$ cat src/rtl/adc_ctrl_pkg.sv
// package: register map, field positions, reset values and carriers
// assumes a single 250 MHz clock domain and 32-bit register accesses
`default_nettype none
package adc_ctrl_pkg;
    // ------------------------------------------------------------
    // register offsets (byte addresses)
    // ------------------------------------------------------------
    localparam logic [5:0] PIN0_CTRL_OFS  = 6'h00;
    localparam logic [5:0] PIN3_CTRL_OFS  = 6'h0c;
    localparam logic [5:0] GEN_CTRL_OFS   = 6'h20;
    localparam int         NUM_PINS       = 4;
    // ------------------------------------------------------------
    // field positions and reset values
    // ------------------------------------------------------------
    localparam int         DEST_LSB       = 8;
    localparam int         PIN_EN_BIT     = 0;
    localparam int         GEN_EN_BIT     = 0;
    localparam int         CAL_BIT        = 1;
    localparam int         SPP_LSB        = 8;
    localparam int         WIDTH_LSB      = 16;
    localparam int         DROP_BIT       = 24;
    localparam logic [1:0] WIDTH_RST      = 2'h1;
    localparam logic [7:0] SPP_RST        = 8'h01;
    localparam logic       DROP_RST       = 1'b1;
    localparam logic [1:0] WIDTH_8        = 2'h0;
    localparam logic [1:0] WIDTH_16       = 2'h1;
    localparam logic [1:0] WIDTH_32       = 2'h3;
    localparam logic [2:0] CAL_PULSES     = 3'h6;
    localparam int         RESULT_W       = 12;
    localparam int         PAD_32         = 20;
    localparam logic [7:0] END_TOKEN      = 8'h01;
    // ------------------------------------------------------------
    // carriers
    // ------------------------------------------------------------
    typedef struct packed {
        logic        wr;
        logic        rd;
        logic [5:0]  addr;
        logic [31:0] wdata;
    } reg_req_t;
    typedef struct packed {
        logic        valid;
        logic        ctrl;
        logic [7:0]  data;
    } net_byte_t;
    typedef enum logic [3:0] {
        ST_IDLE = 4'b0001,
        ST_HDR  = 4'b0010,
        ST_DATA = 4'b0100,
        ST_END  = 4'b1000
    } tx_state_t;
endpackage
`default_nettype wire

$ cat src/rtl/adc_ctrl.sv
// adc control: registers, trigger sequencing, sample formatting, packet sender
// assumes converter answers each start with one conv_done pulse and a 12-bit result
`default_nettype none
module adc_ctrl (
    input  wire logic                    ref_clk,
    input  wire logic                    rst_b,
    input  wire adc_ctrl_pkg::reg_req_t  reg_req,
    output logic [31:0]                  reg_rdata_q,
    output logic                         reg_ack_q,
    input  wire logic                    trigger,
    output logic                         conv_on_q,
    output logic                         conv_start_q,
    output logic [1:0]                   conv_pin_q,
    output logic                         conv_cal_q,
    input  wire logic                    conv_done,
    input  wire logic [11:0]             conv_result,
    output adc_ctrl_pkg::net_byte_t      tx_q,
    input  wire logic                    tx_ready
);
    import adc_ctrl_pkg::*;

    // ------------------------------------------------------------
    // register file
    // ------------------------------------------------------------
    logic [23:0] dest_q [NUM_PINS];
    logic [23:0] dest_d [NUM_PINS];
    logic [NUM_PINS-1:0] pin_en_q, pin_en_d;
    logic        gen_en_q, gen_en_d, cal_q, cal_d, drop_q, drop_d;
    logic [1:0]  width_q, width_d;
    logic [7:0]  spp_q, spp_d;
    logic [31:0] rdata_d;
    logic        drop_evt;
    logic        access;
    logic [1:0]  pidx;

    assign access = reg_req.wr | reg_req.rd;
    assign pidx   = reg_req.addr[3:2];

    // decode writes, reads and the dropped-sample flag
    always_comb begin
        for (int i = 0; i < NUM_PINS; i++) begin
            dest_d[i] = dest_q[i];
        end
        pin_en_d = pin_en_q;
        gen_en_d = gen_en_q;
        cal_d    = cal_q;
        width_d  = width_q;
        spp_d    = spp_q;
        drop_d   = drop_q;
        rdata_d  = reg_rdata_q;
        if (reg_req.wr && reg_req.addr <= PIN3_CTRL_OFS && reg_req.addr[1:0] == 2'h0
            && !gen_en_q) begin
            dest_d[pidx]   = reg_req.wdata[31:DEST_LSB];
            pin_en_d[pidx] = reg_req.wdata[PIN_EN_BIT];
        end
        if (reg_req.wr && reg_req.addr == GEN_CTRL_OFS) begin
            gen_en_d = reg_req.wdata[GEN_EN_BIT];
            cal_d    = reg_req.wdata[CAL_BIT];
            width_d  = reg_req.wdata[WIDTH_LSB+:2];
            spp_d    = reg_req.wdata[SPP_LSB+:8];
        end
        if (reg_req.rd) begin
            rdata_d = 32'h0000_0000;
            if (reg_req.addr <= PIN3_CTRL_OFS && reg_req.addr[1:0] == 2'h0) begin
                rdata_d = {dest_q[pidx], 7'h00, pin_en_q[pidx]};
            end else if (reg_req.addr == GEN_CTRL_OFS) begin
                rdata_d = {7'h00, drop_q, 6'h00, width_q, spp_q, 6'h00, cal_q, gen_en_q};
                drop_d  = 1'b0;
            end
        end
        if (drop_evt) begin
            drop_d = 1'b1;                                  // set wins over read clear
        end
    end

    // register the control state
    always_ff @(posedge ref_clk) begin
        if (!rst_b) begin
            for (int i = 0; i < NUM_PINS; i++) begin
                dest_q[i] <= 24'h000000;
            end
            pin_en_q    <= '0;
            gen_en_q    <= 1'b0;
            cal_q       <= 1'b0;
            width_q     <= WIDTH_RST;
            spp_q       <= SPP_RST;
            drop_q      <= DROP_RST;
            reg_rdata_q <= 32'h0000_0000;
            reg_ack_q   <= 1'b0;
        end else begin
            for (int i = 0; i < NUM_PINS; i++) begin
                dest_q[i] <= dest_d[i];
            end
            pin_en_q    <= pin_en_d;
            gen_en_q    <= gen_en_d;
            cal_q       <= cal_d;
            width_q     <= width_d;
            spp_q       <= spp_d;
            drop_q      <= drop_d;
            reg_rdata_q <= rdata_d;
            reg_ack_q   <= access;
        end
    end

    // ------------------------------------------------------------
    // trigger sequencing and calibration pulses
    // ------------------------------------------------------------
    logic       trig_q, trig_rise;
    logic [2:0] cal_cnt_q, cal_cnt_d;
    logic [1:0] last_pin_q, last_pin_d, next_pin;
    logic       any_en, start_d, calconv_q, calconv_d;

    assign trig_rise = trigger & ~trig_q;
    assign any_en    = |pin_en_q;

    // pick the next enabled pin after the last one converted
    always_comb begin
        next_pin = last_pin_q;
        for (int k = NUM_PINS; k >= 1; k--) begin
            if (pin_en_q[2'(last_pin_q + 2'(k))]) begin
                next_pin = 2'(last_pin_q + 2'(k));
            end
        end
    end

    // issue one conversion per trigger edge; first six are calibration only
    always_comb begin
        cal_cnt_d  = cal_cnt_q;
        last_pin_d = last_pin_q;
        start_d    = 1'b0;
        calconv_d  = calconv_q;
        if (!gen_en_q) begin
            cal_cnt_d = 3'h0;                               // re-enable restarts calibration
        end else if (trig_rise) begin
            if (cal_cnt_q < CAL_PULSES) begin
                cal_cnt_d = cal_cnt_q + 3'h1;
                start_d   = 1'b1;
                calconv_d = 1'b1;
            end else if (any_en) begin
                start_d    = 1'b1;
                calconv_d  = 1'b0;
                last_pin_d = next_pin;
            end
        end
    end

    always_ff @(posedge ref_clk) begin
        if (!rst_b) begin
            trig_q       <= 1'b0;
            cal_cnt_q    <= 3'h0;
            last_pin_q   <= 2'h3;
            calconv_q    <= 1'b0;
            conv_start_q <= 1'b0;
            conv_pin_q   <= 2'h0;
            conv_on_q    <= 1'b0;
            conv_cal_q   <= 1'b0;
        end else begin
            trig_q       <= trigger;
            cal_cnt_q    <= cal_cnt_d;
            last_pin_q   <= last_pin_d;
            calconv_q    <= calconv_d;
            conv_start_q <= start_d;
            conv_pin_q   <= last_pin_d;
            conv_on_q    <= gen_en_q;
            conv_cal_q   <= cal_q;
        end
    end

    // ------------------------------------------------------------
    // pending sample and packet sender
    // ------------------------------------------------------------
    tx_state_t   st_q, st_d;
    logic        pend_q, pend_d, open_q, open_d, close_q, close_d;
    logic [31:0] word_q, word_d;
    logic [1:0]  ppin_q, ppin_d, opin_q, opin_d, idx_q, idx_d, last_byte;
    logic [7:0]  cnt_q, cnt_d;
    net_byte_t   tx_d;
    logic        go;

    assign go        = ~tx_q.valid | tx_ready;             // one byte held until taken
    assign last_byte = (width_q == WIDTH_8) ? 2'h0 : (width_q == WIDTH_32) ? 2'h3 : 2'h1;

    // drop happens only with a live sample still waiting; calibration results vanish
    assign drop_evt = conv_done & ~calconv_q & pend_q;

    always_comb begin
        st_d    = st_q;
        pend_d  = pend_q;
        open_d  = open_q;
        close_d = close_q | (access & open_q);
        word_d  = word_q;
        ppin_d  = ppin_q;
        opin_d  = opin_q;
        idx_d   = idx_q;
        cnt_d   = cnt_q;
        tx_d    = tx_q;
        tx_d.valid = tx_q.valid & ~tx_ready;
        case (st_q)
            ST_IDLE: begin
                if (!open_q) begin
                    close_d = 1'b0;
                end
                if (open_q && close_q) begin
                    st_d = ST_END;
                end else if (pend_q) begin
                    idx_d = 2'h0;
                    if (open_q && opin_q == ppin_q) begin
                        st_d = ST_DATA;
                    end else if (open_q) begin
                        st_d = ST_END;
                    end else begin
                        st_d   = ST_HDR;
                        opin_d = ppin_q;
                    end
                end
            end
            ST_HDR: begin
                if (go) begin
                    tx_d  = '{valid: 1'b1, ctrl: 1'b0, data: dest_q[opin_q][8*(2-idx_q)+:8]};
                    idx_d = idx_q + 2'h1;
                    if (idx_q == 2'h2) begin
                        idx_d  = 2'h0;
                        open_d = 1'b1;
                        st_d   = ST_DATA;
                    end
                end
            end
            ST_DATA: begin
                if (go) begin
                    // high byte first in every width
                    tx_d  = '{valid: 1'b1, ctrl: 1'b0, data: word_q[8*(3-idx_q)+:8]};
                    idx_d = idx_q + 2'h1;
                    if (idx_q == last_byte) begin
                        pend_d = 1'b0;
                        cnt_d  = cnt_q + 8'h01;
                        st_d   = (spp_q != 8'h00 && cnt_q + 8'h01 == spp_q) ? ST_END : ST_IDLE;
                    end
                end
            end
            ST_END: begin
                if (go) begin
                    tx_d    = '{valid: 1'b1, ctrl: 1'b1, data: END_TOKEN};
                    open_d  = 1'b0;
                    close_d = 1'b0;
                    cnt_d   = 8'h00;
                    st_d    = ST_IDLE;
                end
            end
            default: st_d = ST_IDLE;
        endcase
        if (conv_done && !calconv_q && !pend_q) begin
            pend_d = 1'b1;
            ppin_d = conv_pin_q;
            word_d = {conv_result, 20'h00000};
            if (width_q == WIDTH_8) begin
                word_d = {conv_result[11:4], 24'h000000};
            end
        end
    end

    always_ff @(posedge ref_clk) begin
        if (!rst_b) begin
            st_q    <= ST_IDLE;
            pend_q  <= 1'b0;
            open_q  <= 1'b0;
            close_q <= 1'b0;
            word_q  <= 32'h0000_0000;
            ppin_q  <= 2'h0;
            opin_q  <= 2'h0;
            idx_q   <= 2'h0;
            cnt_q   <= 8'h00;
            tx_q    <= '0;
        end else begin
            st_q    <= st_d;
            pend_q  <= pend_d;
            open_q  <= open_d;
            close_q <= close_d;
            word_q  <= word_d;
            ppin_q  <= ppin_d;
            opin_q  <= opin_d;
            idx_q   <= idx_d;
            cnt_q   <= cnt_d;
            tx_q    <= tx_d;
        end
    end
endmodule
`default_nettype wire

$ cat config.mk
export PLATFORM = sky130hd
export DESIGN_NAME = adc_ctrl
export DESIGN_NICKNAME = d
export VERILOG_FILES = /design/src/rtl/adc_ctrl_pkg.sv /design/src/rtl/adc_ctrl.sv
export SDC_FILE = /design/constraint.sdc
export NUM_CORES = 1
export LEC_CHECK = 0
export BUFFER_PORTS_ARGS = -buffer_cell sky130_fd_sc_hd__buf_2
export CORE_UTILIZATION = 45
export DETAILED_ROUTE_END_ITERATION = 16
export GPL_ROUTABILITY_DRIVEN = 0
export PLACE_DENSITY_LB_ADDON = 0.25
export SYNTH_ARGS = -nofsm -noshare
export SYNTH_HDL_FRONTEND = slang
export SYNTH_SLANG_ARGS = --single-unit
$ cat constraint.sdc
create_clock -name ref_clk -period 6.75 [get_ports ref_clk]
set_input_delay 1.0125 -clock ref_clk [delete_from_list [all_inputs] [get_ports ref_clk]]
set_output_delay 1.0125 -clock ref_clk [all_outputs]
set_load 0.02 [all_outputs]
==> results.py <==
metrics = {
    "status": {
        "status": "complete, no violations",
    },
    "sta": {
        "fmax_mhz": 304.9,
        "hold_viol": 0,
        "maxSlewHeadroom_pct": 22.82,
        "rsz0062_at_grt": "false",
        "tightest_slew_ns": 1.149,
        "hold_ws_ns": 0.4586,
        "setup_viol": 0,
        "finalCriticalPeriod_ns": 3.280,
        "maxSlewViolCount": 0,
        "skew_ns": 0.008641,
        "fin_crit_sh_pct": 48.60,
        "finalSetupTns_ns": 0,
    },
    "finish": {
        "most-common-layout-cells": "nand2_1 (220), dfxtp_1 (196), a21oi_1 (134), buf_2 (92), mux4_2 (49)",
        "drive_above_1_share_pct": 18.37,
        "nNetsFinal": 1119,
        "diodes": 0,
        "synthToLayoutAreaGrowth_pct": 12.70,
        "final_common_cell": "nand2_1",
    },
    "floorplan": {
        "dieArea_um2": 20940,
        "rows": 51,
        "die_height_um": 144.7,
        "io_pins": 105,
        "start_util_pct": 46.48,
        "core_um2": 19720,
        "dieWidth_um": 144.7,
    },
    "yosys": {
        "async_flop_share_pct": 0,
        "synth-edff-count": 0,
        "synth-seq-area-share_pct": 43.03,
        "ys_ff_latch": 197,
        "synth-main-ff-cell": "dfxtp_1",
        "synth_cells": 1013,
        "ys_types": 59,
        "syn-cell-area_um2": 9165,
        "syn_avg_cell_area_um2": 9.047,
        "yosys_warnings": 0,
    },
    "clock_tree": {
        "path_clk_slew_ns": 0.07,
        "cts_tree": "yes",
        "ctsLongestPathBuffers": 2,
        "cts_root_buf": "clkbuf_16",
        "cts_buffers": 17,
        "clock-sinks": 197,
        "postCtsSetupBuffers": 0,
        "post_cts_resized": 0,
        "cts_hold_buf": 0,
        "clk_latency_ns": 0.44,
        "h-tree-depth": 4,
    },
    "global_route": {
        "grt_max_degree": 95,
        "grt_usage_pct": 24.32,
        "antenna_found_initial": 1,
        "overflow": 0,
        "grt_pass1_vias": 6843,
        "grt_pass1_wl_um": 38320,
    },
    "power": {
        "leakage_nw": 3.866,
        "finalPower_mw": 2.511,
        "seq_power_share_pct": 48.0,
        "switching_share_pct": 23.47,
        "power_frac_comb_pct": 7.7,
        "switchingPower_mw": 0.5892,
        "intPower_mw": 1.922,
        "ir_drop_uv": 166.3,
        "cellPowerDensity_nw_per_um2": 243.1,
        "power_frac_clock_pct": 44.3,
    },
    "place": {
        "portBuffers": 92,
        "dp_hpwl_um": 15610,
    },
    "critical_path": {
        "crit_path_max_fanout": 15,
        "r2r_slack_ns": 3.47,
        "critPathKind": "reg2reg",
        "timing.rr.start": "idx_q[0]",
        "critPathLaunchType": "flip-flop",
        "critPathLaunch": "idx_q[0]",
        "rr_endpoint": "tx_q[0]",
        "r2r_cells": 7,
        "crit_end": "tx_q[0]",
        "crit_required_ns": 7.02,
        "endpoint_kind": "flip-flop",
        "arrival_ns": 3.55,
    },
    "route": {
        "m1WireLength_um": 11150,
        "top_layer": "met5",
        "ant_nets": 0,
        "via_count": 7574,
        "wire_per_inst_um": 18.45,
        "met3_length_um": 1521,
        "drt-initial-drc-count": 661,
        "wirelength_um": 24570,
        "wl_met2_um": 11540,
        "drc": 0,
        "detail_route.first_pass.iterations": 5,
        "routed_via_density": 5.686,
    },
    "hold_path": {
        "hold_class": "reg2reg",
    },
    "run": {
        "cap_viol_max_count": 0,
    },
}
## metrics by stage
stage / instances / util, % / instance area (µm²) / setup slack (ns)
after floorplan: 1018 / - / 9184 / 4.016
after global placement: 1302 / 49.15 / 9692 / 3.313
after detailed placement: 1302 / 49.15 / 9692 / 3.323
after CTS: 1332 / 52.38 / 10330 / 3.538
after global routing: 1332 / 52.38 / 10330 / 3.229
final: 1332 / 52.38 / 10330 / 3.470
## sequential cells by signal (all words and copies together) (netlist names), 3 cells and up, named ones only
register	count
reg_rdata_q	26
pin_en_q	4
cal_cnt_q	3
st_q	4
word_q	12
cnt_q	8
spp_q	8
tx_q	10
dest_q	96
## per-layer routing
metal / track usage, % / vias to the layer above
met5: 0 / -
met4: 7.091 / 2
met3: 4.179 / 23
met2: 38.82 / 236
met1: 33.75 / 3636
li1: - / 3677
## worst min-delay path by stage
stage | startpoint | end | slack [ns] | cells past startpoint
after floorplan | word_q[20] | word_q[20] | 0.43 | 2
after global placement | word_q[23] | word_q[23] | 0.44 | 2
after detailed placement | word_q[29] | word_q[29] | 0.45 | 2
after CTS | word_q[29] | word_q[29] | 0.46 | 2
after global routing | word_q[24] | word_q[24] | 0.47 | 2
final | word_q[29] | word_q[29] | 0.46 | 2
## cells in the mapped netlist (7+ instances only)
cell | number | area, µm²
o21ai_0 | 20 | 100.1
nor2b_1 | 15 | 93.84
inv_1 | 8 | 30.03
buf_2 | 17 | 85.08
nand3_1 | 36 | 180.2
a21oi_1 | 134 | 670.6
nor2_1 | 47 | 176.4
nor3_1 | 12 | 60.06
nand2_1 | 220 | 825.8
nand3b_1 | 8 | 60.06
a31oi_1 | 19 | 118.9
mux2i_1 | 39 | 390.4
buf_1 | 7 | 26.28
xnor2_1 | 10 | 87.58
clkbuf_1 | 52 | 195.2
a22o_1 | 13 | 113.9
dfxtp_1 | 197 | 3944
mux4_2 | 49 | 1104
a211oi_1 | 9 | 67.56
## cell families (layout without fill, tap and decap cells)
family	Yosys count	after routing	synth area share (%)
AND/OR/NAND/NOR	383	383	18.92
AO/OA/AOI/OAI	228	228	14.77
flip-flops	197	197	43.03
buffers and inverters	94	143	4.587
multiplexers	88	88	16.30
XOR/XNOR	16	16	1.529
adder cells (fa/ha/maj)	6	6	0.8191
other	1	6	0.04092
## power groups by stage
stage	combinational, mW	clock (mW)	sequential, mW
after global placement	0.189	0	1.23
after global routing	0.210	1.17	1.21
final	0.193	1.11	1.20
after floorplan	0.137	0	1.22
after CTS	0.192	1.12	1.20
after detailed placement	0.190	0	1.23
## area by class of cell
class,count,area [µm²]
Clock inverter,9,176.4
Clock buffer,21,460.4
Inverter,8,32.53
Fill cell,1845,9389
Multi-Input combinational cell,727,4825
Tap cell,265,331.6
Sequential cell,197,3945
Timing Repair Buffer,105,558.0
## worst max-delay path: stages (launching register included)
cell	delay, ns
dfxtp_1	0.70
inv_1	0.42
ha_1	0.60
buf_4	0.29
mux2i_1	0.39
nor3_1	0.09
a2111oi_0	0.49
a21oi_1	0.13
Note: power is estimated with default switching activity, not from simulation.
